==> src/smspi_map.vh <==
// Constants for the serial memory SPI slave front end.
// Assumes a 40 MHz system clock that oversamples the serial link pins.
// Functional notes
// - Memory space is 262,144 byte locations, each moved as eight serial bits.
// - Memory commands carry three address bytes; only the low 18 bits are used.
// - Opcode, address and data bytes all shift most significant bit first.
// - First whole byte after select falls is the opcode; address and data follow.
// - One opcode per select-low period; each command starts at a fresh select fall.
// - While deselected, serial input is ignored and serial output is high impedance.
// - Serial input is sampled on rising clock edges after select goes active.
// - Serial output data changes on falling clock edges.
// - Clock level at select fall picks mode 0 (low) or mode 3 (high).
// - In mode 3 the first falling edge is ignored; sampling starts at next rise.
// - Unknown opcode is dropped, rest ignored until next select fall, output off.
// - Writes complete during the transfer; no busy state, no ready polling.
// - Link runs well below the 40 MHz system clock; master must keep SCK under clk/6.
// - Device holds an eight-bit configuration and status register.
// - Decoder knows fifteen opcodes; every other value is invalid.
// - Device is a pure slave and never starts bus activity.
// - Serial output is driven only while returning read data.
`ifndef SMSPI_MAP_VH
`define SMSPI_MAP_VH

// ==========================================================
// Array geometry
`define SMSPI_ADDR_W      18
`define SMSPI_MEM_BYTES   262144
`define SMSPI_ADDR_BYTES  3

// ==========================================================
// Opcodes
`define SMSPI_OP_WREN  8'h06
`define SMSPI_OP_WRDI  8'h04
`define SMSPI_OP_RDSR  8'h05
`define SMSPI_OP_WRSR  8'h01
`define SMSPI_OP_WRITE 8'h02
`define SMSPI_OP_READ  8'h03
`define SMSPI_OP_FSTRD 8'h0B
`define SMSPI_OP_SSWR  8'h42
`define SMSPI_OP_SSRD  8'h4B
`define SMSPI_OP_RDID  8'h9F
`define SMSPI_OP_RUID  8'h4C
`define SMSPI_OP_WRSN  8'hC2
`define SMSPI_OP_RDSN  8'hC3
`define SMSPI_OP_DPD   8'hBA
`define SMSPI_OP_HBN   8'hB9

// ==========================================================
// Status register layout and reset value
`define SMSPI_SR_RST   8'h40
`define SMSPI_SR_WEL   1
`define SMSPI_SR_WMASK 8'h8C

`endif

==> src/smspi_front.v <==
// SPI slave front end of a byte-organised serial memory.
// Assumes link pins asynchronous to clk; array storage sits outside this block.
`timescale 1ns/10ps
`default_nettype none
`include "smspi_map.vh"

module smspi_front (
    input  wire                      clk,
    input  wire                      rst_n,
    input  wire                      cs_n_pin,
    input  wire                      sck_pin,
    input  wire                      si_pin,
    output reg                       so_out,
    output wire                      so_oe_n,
    output reg  [7:0]                opcode,
    output reg                       opcode_valid,
    output reg                       opcode_bad,
    output reg  [`SMSPI_ADDR_W-1:0]  mem_addr,
    output reg                       addr_valid,
    output reg  [7:0]                wr_data,
    output reg                       wr_strobe,
    output reg                       rd_strobe,
    input  wire [7:0]                rd_data,
    output reg                       mode3,
    output wire [7:0]                status
);

    // ==========================================================
    // Opcode decode
    function op_known;
        input [7:0] op;
        begin
            case (op)
                `SMSPI_OP_WREN, `SMSPI_OP_WRDI, `SMSPI_OP_RDSR, `SMSPI_OP_WRSR,
                `SMSPI_OP_WRITE, `SMSPI_OP_READ, `SMSPI_OP_FSTRD, `SMSPI_OP_SSWR,
                `SMSPI_OP_SSRD, `SMSPI_OP_RDID, `SMSPI_OP_RUID, `SMSPI_OP_WRSN,
                `SMSPI_OP_RDSN, `SMSPI_OP_DPD, `SMSPI_OP_HBN: op_known = 1'b1;
                default: op_known = 1'b0;
            endcase
        end
    endfunction

    function op_reads;
        input [7:0] op;
        begin
            op_reads = (op == `SMSPI_OP_READ) || (op == `SMSPI_OP_FSTRD) ||
                       (op == `SMSPI_OP_RDSR);
        end
    endfunction

    function op_addr;
        input [7:0] op;
        begin
            op_addr = (op == `SMSPI_OP_READ) || (op == `SMSPI_OP_FSTRD) ||
                      (op == `SMSPI_OP_WRITE);
        end
    endfunction

    // ==========================================================
    // Two-stage synchronisers; stage one feeds stage two only
    reg [2:0] sync1_reg;
    reg [2:0] sync2_reg;
    reg [2:0] prev_reg;
    always @(posedge clk) begin
        if (!rst_n) begin
            sync1_reg <= 3'h7;
            sync2_reg <= 3'h7;
            prev_reg  <= 3'h7;
        end else begin
            sync1_reg <= {cs_n_pin, sck_pin, si_pin};
            sync2_reg <= sync1_reg;
            prev_reg  <= sync2_reg;
        end
    end

    wire cs_n   = sync2_reg[2];
    // Oversampling caps the link well below the 40 MHz clk; keep SCK under clk/6
    wire sck    = sync2_reg[1];
    wire si     = sync2_reg[0];
    wire cs_fall = prev_reg[2] & ~cs_n;
    wire sck_rise = ~prev_reg[1] & sck;
    wire sck_fall = prev_reg[1] & ~sck;

    // ==========================================================
    // Transaction state; a pure slave, it only reacts to select
    localparam ST_IDLE = 3'd0;
    localparam ST_OP   = 3'd1;
    localparam ST_ADDR = 3'd2;
    localparam ST_DATA = 3'd3;
    localparam ST_IGN  = 3'd4;

    reg [2:0] state_reg;
    reg [2:0] bit_cnt_reg;
    reg [1:0] byte_cnt_reg;
    reg [7:0] shift_reg;
    reg [7:0] tx_reg;
    reg       drive_reg;
    reg       armed_reg;
    reg       wel_reg;
    reg [7:0] sr_reg;
    wire [7:0] rx_byte = {shift_reg[6:0], si};

    // Status: bit 6 reads one, bits 0,4,5 zero, WEL shown live
    assign status  = (sr_reg & `SMSPI_SR_WMASK) | `SMSPI_SR_RST |
                     {6'h00, wel_reg, 1'b0};
    // Output enable is active low; drive only on read data
    assign so_oe_n = ~(drive_reg & ~cs_n);

    always @(posedge clk) begin
        if (!rst_n) begin
            state_reg    <= ST_IDLE;
            bit_cnt_reg  <= 3'd0;
            byte_cnt_reg <= 2'd0;
            shift_reg    <= 8'h00;
            tx_reg       <= 8'h00;
            drive_reg    <= 1'b0;
            armed_reg    <= 1'b0;
            wel_reg      <= 1'b0;
            sr_reg       <= `SMSPI_SR_RST;
            so_out       <= 1'b0;
            opcode       <= 8'h00;
            opcode_valid <= 1'b0;
            opcode_bad   <= 1'b0;
            mem_addr     <= {`SMSPI_ADDR_W{1'b0}};
            addr_valid   <= 1'b0;
            wr_data      <= 8'h00;
            wr_strobe    <= 1'b0;
            rd_strobe    <= 1'b0;
            mode3        <= 1'b0;
        end else begin
            opcode_valid <= 1'b0;
            opcode_bad   <= 1'b0;
            wr_strobe    <= 1'b0;
            rd_strobe    <= 1'b0;
            if (cs_n) begin
                // Deselect drops partial bytes and output; WEL clears after writes
                if (state_reg != ST_IDLE && (opcode == `SMSPI_OP_WRDI ||
                    opcode == `SMSPI_OP_WRSR || opcode == `SMSPI_OP_WRITE ||
                    opcode == `SMSPI_OP_SSWR || opcode == `SMSPI_OP_WRSN) &&
                    state_reg != ST_OP)
                    wel_reg <= 1'b0;
                state_reg  <= ST_IDLE;
                drive_reg  <= 1'b0;
                addr_valid <= 1'b0;
            end else if (cs_fall) begin
                // Clock level at select fall fixes mode for this frame
                mode3       <= sck;
                armed_reg   <= ~sck;
                state_reg   <= ST_OP;
                bit_cnt_reg <= 3'd0;
                byte_cnt_reg <= 2'd0;
            end else if (state_reg != ST_IDLE && state_reg != ST_IGN) begin
                // Mode 3: first fall only arms sampling
                if (sck_fall && !armed_reg)
                    armed_reg <= 1'b1;
                if (sck_rise && armed_reg) begin
                    shift_reg   <= rx_byte;
                    bit_cnt_reg <= bit_cnt_reg + 3'd1;
                    if (bit_cnt_reg == 3'd7) begin
                        case (state_reg)
                            ST_OP: begin
                                opcode <= rx_byte;
                                if (!op_known(rx_byte)) begin
                                    opcode_bad <= 1'b1;
                                    state_reg  <= ST_IGN;
                                end else begin
                                    opcode_valid <= 1'b1;
                                    if (rx_byte == `SMSPI_OP_WREN)
                                        wel_reg <= 1'b1;
                                    if (op_addr(rx_byte))
                                        state_reg <= ST_ADDR;
                                    else
                                        state_reg <= ST_DATA;
                                    if (rx_byte == `SMSPI_OP_RDSR) begin
                                        tx_reg    <= status;
                                        drive_reg <= 1'b1;
                                    end
                                end
                            end
                            ST_ADDR: begin
                                // Top six bits of the first byte are dropped
                                mem_addr <= {mem_addr[`SMSPI_ADDR_W-9:0], rx_byte};
                                byte_cnt_reg <= byte_cnt_reg + 2'd1;
                                if (byte_cnt_reg == 2'd2) begin
                                    state_reg  <= ST_DATA;
                                    addr_valid <= 1'b1;
                                    if (op_reads(opcode))
                                        rd_strobe <= 1'b1;
                                end
                            end
                            ST_DATA: begin
                                // Bytes land immediately, so no busy phase
                                if (opcode == `SMSPI_OP_WRITE && addr_valid) begin
                                    wr_data   <= rx_byte;
                                    wr_strobe <= wel_reg;
                                end else if (opcode == `SMSPI_OP_WRSR && wel_reg) begin
                                    sr_reg <= rx_byte;
                                end
                                if (op_reads(opcode) && addr_valid) begin
                                    rd_strobe <= 1'b1;
                                    mem_addr  <= mem_addr + 18'h0_0001;
                                end
                            end
                            default: state_reg <= ST_IGN;
                        endcase
                    end
                end
                // Read data appears after memory answers; load at byte boundary
                if (rd_strobe) begin
                    tx_reg    <= rd_data;
                    drive_reg <= 1'b1;
                end
                // Step write address only after the strobe, so address stands with data
                if (wr_strobe)
                    mem_addr <= mem_addr + 18'h0_0001;
                // Output bits change on falling clock, MSB first
                if (sck_fall && drive_reg) begin
                    so_out <= tx_reg[7];
                    tx_reg <= {tx_reg[6:0], tx_reg[7]};
                end
            end
        end
    end

endmodule // smspi_front
`default_nettype wire

==> config.mk <==
export PLATFORM = sky130hd
export DESIGN_NAME = smspi_front
export DESIGN_NICKNAME = d
export VERILOG_FILES = /design/src/smspi_front.v
export VERILOG_INCLUDE_DIRS = /design/src /design/src/src
export SDC_FILE = /design/constraint.sdc
export NUM_CORES = 1
export LEC_CHECK = 0
export ABC_AREA = 1
export BUFFER_PORTS_ARGS = -buffer_cell sky130_fd_sc_hd__buf_2
export CELL_PAD_IN_SITES_DETAIL_PLACEMENT = 0
export CELL_PAD_IN_SITES_GLOBAL_PLACEMENT = 1
export CORE_UTILIZATION = 36
export CTS_CLUSTER_DIAMETER = 120
export DETAILED_ROUTE_END_ITERATION = 12
export PLACE_DENSITY_LB_ADDON = 0.1
export REMOVE_ABC_BUFFERS = 1
export SLEW_MARGIN = 20
export SYNTH_ARGS = -nofsm -noshare
export SYNTH_HDL_FRONTEND = slang
export SYNTH_SLANG_ARGS = --single-unit
==> constraint.sdc <==
create_clock -name clk -period 1.8 [get_ports clk]
set_clock_uncertainty 0.1 [all_clocks]
set_input_delay 0.36 -clock clk [delete_from_list [all_inputs] [get_ports clk]]
set_output_delay 0.36 -clock clk [all_outputs]
set_load 0.005 [all_outputs]
==> impl_metrics.toml, run 1 <==
[status]
status = "finished with violations"
failed_checks = "setup timing"

[setup_path]
crit_path_max_incr_delay_ns = 0.35
worst_setup_path_start_kind = "flip-flop"
endpoint_kind = "flip-flop"
critical_path_slowest_stage_cell = "sky130_fd_sc_hd__dfxtp_2"
cp_data_required_time_ns = 1.97
critPathArrivalTime_ns = 2.09
path_cells = "ha_4, ha_4, nand4_1, nor2_1, nand4_1, a21oi_4, buf_6, nand3_1, a21oi_1"
timing.reg2reg.setup_slack_ns = -0.12
biggest_fanout_along_the_worst_timing_path = 5
critPathKind = "reg -> reg"

[global_route]
grt_overflow = 0
grt_first_pass_wirelength_um = 18700
grt_pass1_vias = 3835
antenna_found_initial = 0
maximum_number_of_pins_on_one_net_before_global_route_repair = 45
total_grt_usage_pct = 21.2

[routing]
post_drt_wl_per_cell_um = 13.9
antenna_left = 0
drcViolationCount = 0
drt_wl_total_um = 12100
first_pass_iters = 4
drt_iter0_drc = 242
vias_per_cell = 4.88
route.vias.total = 4245

[clock_network]
cts.htree.levels = 3
cts_num_sinks = 78
postCtsHoldBufs = 0
cts.root.buffer_cell = "sky130_fd_sc_hd__clkbuf_16"
cts-buffers-inserted = 9
clock_latency_ns = 0.34
tritoncts = "yes"
ctsLongestPathBuffers = 2
clk_pin_slew_ns = 0.06

[logic_synthesis]
synth-seq-cells = 78
synth-seq-area-share_pct = 38.2
top_cell_type_by_total_area_after_synthesis = "sky130_fd_sc_hd__dfxtp_1"
synth_cell_types = 38
avgSynthCellArea_sq_um = 6.57
syn_area_sq_um = 4090
syn_inst = 622
yosys-top-cells-area = "sky130_fd_sc_hd__dfxtp_1 (38%), sky130_fd_sc_hd__nand2_1 (15%), sky130_fd_sc_hd__nor2_1 (7.5%)"
synth.top_cell.area_share_pct = 38.2
yosysWarningCount = 0

[sta]
final.setup.tns_ns = -1.54
fin_crit_sh_pct = 106
final_worst_path_period_need_ns = 1.92
timing.final.hold_violations = 0
final.setup.worst_slack_ns = -0.117
grt_setup_unrepaired = "true"
timing_max_transition_violations_final = 0
number_of_setup_violations_in_the_final_report = 18
maxClockFrequency_mhz = 522

[finish]
finalNonFillerCells = 870
antenna_cells = 0
layout.cells.most_common = "sky130_fd_sc_hd__nand2_1"
syn_to_final_growth_pct = 32.6
number_of_flip_flops_in_the_largest_register = 18
layout.filler_cells = 1128
layout.area.seq_sq_um = 1570
multiInputGateArea_sq_um = 2290
mostFrequentLayoutCells = "sky130_fd_sc_hd__nand2_1 (152), sky130_fd_sc_hd__nor2_1 (76), sky130_fd_sc_hd__dfxtp_1 (74), sky130_fd_sc_hd__inv_1 (59), sky130_fd_sc_hd__buf_2 (58)"
max_flop_register = "mem_addr"
final_layout_size_suffix_gt1_share_pct = 26.8
finalNetCount = 743
postLayoutCoreUtil_pct = 49.6

[power]
vdd_ir_drop_max_mv = 0.461
power_per_cell_area_nw_per_um2 = 705
p_leak_uw = 0.00240

[floorplan]
floorplan.rows = 38
design.portCount = 63
initial_core_utilization_pct = 37.4
dieArea_sq_um = 11800
die-height_um = 109
design.core.area_sq_um = 10900
die_x_um = 109

[placed_design]
io_buf_count = 58
detailedPlacementHpwl_um = 8510
gp_routability_congestion = 0.897
placedCellCount = 845

[worst_hold_path]
holdCritPathClass = "in -> reg"

[job]
max_cap_viol_count = 0
final timing paths:
path | start | endpoint | cells after the start
max | bit_cnt_reg[0]$_SDFFE_PN0P_ | mem_addr[17]$_SDFFE_PN0P_ | 9
min | cs_n_pin | sync1_reg[2]$_SDFF_PN1_ | 2
max reg2reg | bit_cnt_reg[0]$_SDFFE_PN0P_ | mem_addr[17]$_SDFFE_PN0P_ | 9
min reg2reg | sync1_reg[1]$_SDFF_PN1_ | sync2_reg[1]$_SDFF_PN1_ | 1
cell families after synthesis:
family | share of synthesized area [%]
xor gates and xnor gates | 0.643
AOI/OAI and AO/OA | 15.1
DFF | 38.2
muxes | 0.245
buffers and inverters | 9.89
and+or+nand+nor | 34.5
other | 0.184
adders and majority gates | 1.22
final cells by class:
| cell class | count | share of cell area, % |
|---|---|---|
| timing repair buffer | 115 | 14.6 |
| inverter | 70 | 4.89 |
| multi-input combinational | 452 | 42.3 |
| clock inverter | 4 | 1.29 |
| tap | 140 | 3.23 |
| clock buffer | 11 | 4.66 |
| sequential | 78 | 29.0 |
per-layer routing:
layer	vias to the layer above	GRT usage [%]	part of all wire, %
met1	1919	26.0	45
met4	0	9.94	2.6
met3	24	5.06	5.1
met2	93	34.8	48
met5	-	0	0
li1	2209	-	-
Yosys cell counts, drive strengths merged:
master,count
clkinv,1
nand2,166
o21bai,1
o211ai,4
and2,1
ha,4
nor3,13
a21oi,53
nor2,86
xnor2,2
o31ai,1
o21a,11
clkbuf,7
nand3,40
o21ai,38
or2,9
xor2,1
buf,18
o22ai,1
a211oi,2
nor4,1
conb,2
mux2i,1
nand4,10
dfxtp,78
a31oi,2
inv,69
report_power, final:
part | switching (uW) | internal, uW
sequential | 7.23 | 1730
clock | 702 | 1280
combinational | 62.6 | 39.2
worst max-delay path, delay by kind of cell (launching register included):
kind                       cells  cell delay [ns]
AOI/OAI and AO/OA              2             0.41
and+or+nand+nor                4             0.55
adders and majority gates      2             0.26
buffers and inverters          1             0.17
DFF                            1             0.35
timing repair:
item / in CTS / in global routing
endpoints found under the setup margin: 32 / 37
setup buffers: 1 / 5
gates resized for setup: 26 / 42
cloned: 2 / 2
pin swaps: 8 / 19
per-stage QoR:
step	setup WS (ns)	hold WS, ns	power (uW)	area, sq um
6_report	-0.117	0.102	3820	5420
2_1_floorplan	-0.504	0.293	1830	3950
5_1_grt	-0.244	0.0905	3970	5420
3_5_place_dp	-0.113	0.299	1880	4820
3_3_place_gp	-0.0772	0.295	1880	4820
4_1_cts	-0.0924	0.0866	3870	5250
(Power assumes the default switching activity.)
==> run 2, diff against run 1 <==
--- a/config.mk
+++ b/config.mk
@@ -10,6 +10,7 @@
 export BUFFER_PORTS_ARGS = -buffer_cell sky130_fd_sc_hd__buf_2
 export CELL_PAD_IN_SITES_DETAIL_PLACEMENT = 0
 export CELL_PAD_IN_SITES_GLOBAL_PLACEMENT = 1
+export CORE_ASPECT_RATIO = 1.75
 export CORE_UTILIZATION = 36
 export CTS_CLUSTER_DIAMETER = 120
 export DETAILED_ROUTE_END_ITERATION = 12
==> run 2 against run 1 <==
Compared with the run above: the run still ends with setup timing left; critical path depth up 1; global-route usage increased by 1.7 points; sequential share of layout area increased by 0.43 points; clock-buffer cell count fell by 1; flip-flop and latch count is the same; die area is 0.14% higher; core utilization fell by 1.6 points; via count grew 1.2%; first-iteration DRC count is 49% lower; worst setup slack improved by 0.051 ns; final area fell by 1.8%; clock power fell by 4%.
==> impl_metrics.toml, run 2 (synthesis results as in run 1) <==
[setup_path]
critical_path_slowest_stage_cell = "sky130_fd_sc_hd__dfxtp_2"
critPathArrivalTime_ns = 1.98
endpoint_kind = "flip-flop"
crit_path_max_incr_delay_ns = 0.35
worst_setup_path_start_kind = "flip-flop"
reg2regPathDepth = 10
timing.reg2reg.setup_slack_ns = -0.07
cp_data_required_time_ns = 1.91
critPathKind = "reg -> reg"
biggest_fanout_along_the_worst_timing_path = 5
regToRegEndpoint = "mem_addr[0]$_SDFFE_PN0P_"
path_cells = "ha_4, ha_4, nand4_1, nor2_2, nand4_1, a21oi_4, buf_6, nand2_2, o21ai_1, nor2_1"
critical_path.startpoint = "bit_cnt_reg[0]$_SDFFE_PN0P_"
r2r-start = "bit_cnt_reg[0]$_SDFFE_PN0P_"

[routing]
route.vias.total = 4295
drt_wl_total_um = 12800
drcViolationCount = 0
first_pass_iters = 6
post_drt_wl_per_cell_um = 14.9
drt_iter0_drc = 124
vias_per_cell = 4.98
antenna_left = 0

[finish]
finalNetCount = 745
postLayoutCoreUtil_pct = 47.9
max_flop_register = "mem_addr"
mostFrequentLayoutCells = "sky130_fd_sc_hd__nand2_1 (157), sky130_fd_sc_hd__nor2_1 (78), sky130_fd_sc_hd__dfxtp_1 (74), sky130_fd_sc_hd__inv_1 (60), sky130_fd_sc_hd__buf_2 (58)"
layout.cells.most_common = "sky130_fd_sc_hd__nand2_1"
number_of_flip_flops_in_the_largest_register = 18
syn_to_final_growth_pct = 30.2
final_layout_size_suffix_gt1_share_pct = 24.8
antenna_cells = 0
final_area_sq_um = 5320

[clock_network]
cts_num_sinks = 78
clock_latency_ns = 0.34
clk_pin_slew_ns = 0.06
ctsLongestPathBuffers = 2
cts-buffers-inserted = 9
cts.htree.levels = 3
tritoncts = "yes"
cts.root.buffer_cell = "sky130_fd_sc_hd__clkbuf_16"
postCtsHoldBufs = 0

[status]
status = "finished with violations"
failed_checks = "setup timing"

[placed_design]
dp_worst_setup_slack_ns = -0.112
detailedPlacementHpwl_um = 9400
io_buf_count = 58
placed_area_sq_um = 4860
gp_routability_congestion = 0.921

[floorplan]
initial_core_utilization_pct = 36.8
die_x_um = 82.6
dieArea_sq_um = 11800
design.portCount = 63
floorplan.rows = 51
design.core.area_sq_um = 11100
die-height_um = 143

[worst_hold_path]
holdCritStartpoint = "cs_n_pin"
hold-path-endpoint = "sync1_reg[2]$_SDFF_PN1_"
holdCritPathClass = "in -> reg"
hold_path_depth = 2

[power]
vdd_ir_drop_max_mv = 0.511
power_per_cell_area_nw_per_um2 = 704
p_leak_uw = 0.00236

[global_route]
antenna_found_initial = 0
grt_overflow = 0
maximum_number_of_pins_on_one_net_before_global_route_repair = 45
grt_first_pass_wirelength_um = 19800
grt_pass1_vias = 4090
total_grt_usage_pct = 22.9

[sta]
tightest_slew_ns = 0.503
hold-worst-slack_ns = 0.104
number_of_setup_violations_in_the_final_report = 19
grt_setup_unrepaired = "true"
fin_crit_sh_pct = 104
maxClockFrequency_mhz = 536
final.setup.worst_slack_ns = -0.0656
timing.final.hold_violations = 0
timing_max_transition_violations_final = 0
final_worst_path_period_need_ns = 1.87
timing.max_slew.rel_slack_pct = 66.5

[job]
max_cap_viol_count = 0
run 2: cell types whose count changed in the layout (fill, tap and decap cells not counted), moves of 3 or more:
cell	delta
sky130_fd_sc_hd__nand2_2	-3
sky130_fd_sc_hd__o21ai_1	+7
sky130_fd_sc_hd__nand2_1	+5
sky130_fd_sc_hd__buf_6	-5
sky130_fd_sc_hd__o21ai_2	-5
sky130_fd_sc_hd__buf_4	+7
run 2: worst max path at each step:
stage | endpoint | slack (ns) | depth (start not counted)
floorplan | mem_addr[0]$_SDFFE_PN0P_ | -0.50 | 9
global placement | mem_addr[0]$_SDFFE_PN0P_ | -0.06 | 10
detailed placement | mem_addr[0]$_SDFFE_PN0P_ | -0.11 | 10
CTS | mem_addr[0]$_SDFFE_PN0P_ | -0.13 | 10
global route | mem_addr[0]$_SDFFE_PN0P_ | -0.19 | 10
finish | mem_addr[0]$_SDFFE_PN0P_ | -0.07 | 10
run 2: layout make-up:
| class | instances | area (sq um) |
|---|---|---|
| Clock inverter | 4 | 73.8 |
| Sequential cell | 78 | 1570 |
| Inverter | 70 | 263 |
| Clock buffer | 10 | 229 |
| Multi-Input combinational cell | 452 | 2230 |
| Tap cell | 132 | 165 |
| Fill cell | 1192 | 5780 |
| Timing Repair Buffer | 117 | 795 |
run 2: metal layers:
layer,up-vias,GRT usage (%),part of all wire (%)
li1,2204,-,-
met1,1987,22.6,40
met2,83,43.9,54
met3,21,4.22,3.0
met4,0,10.4,2.8
met5,-,0,0
run 2: metrics by stage:
step,power [uW],std cells,setup TNS (ns)
after global routing,3860,863,-2.94
after floorplan,1830,599,-8.42
after global placement,1880,842,-0.442
after detailed placement,1880,842,-1.63
final,3750,863,-0.538
after CTS,3790,859,-1.70
run 2: power by group:
group / leakage (uW) / internal, uW / switching [uW]
Clock: 0.000148 / 1200 / 703
Combinational: 0.00158 / 37.4 / 63.9
Sequential: 0.000632 / 1740 / 7.25
run 2: timing repair:
action / CTS / global route
resized for setup: 24 / 15
endpoints found under the setup margin: 40 / 41
buffers inserted: 1 / 3
pin swaps: 9 / 9
cloned: 2 / 1
run 2: critical path: cells and delay by family, from the launching register on:
| kind | cells | cell delay, ns |
|---|---|---|
| DFF | 1 | 0.35 |
| buffers and inverters | 1 | 0.17 |
| and+or+nand+nor | 5 | 0.52 |
| AOI/OAI and AO/OA | 2 | 0.31 |
| adders and majority gates | 2 | 0.28 |
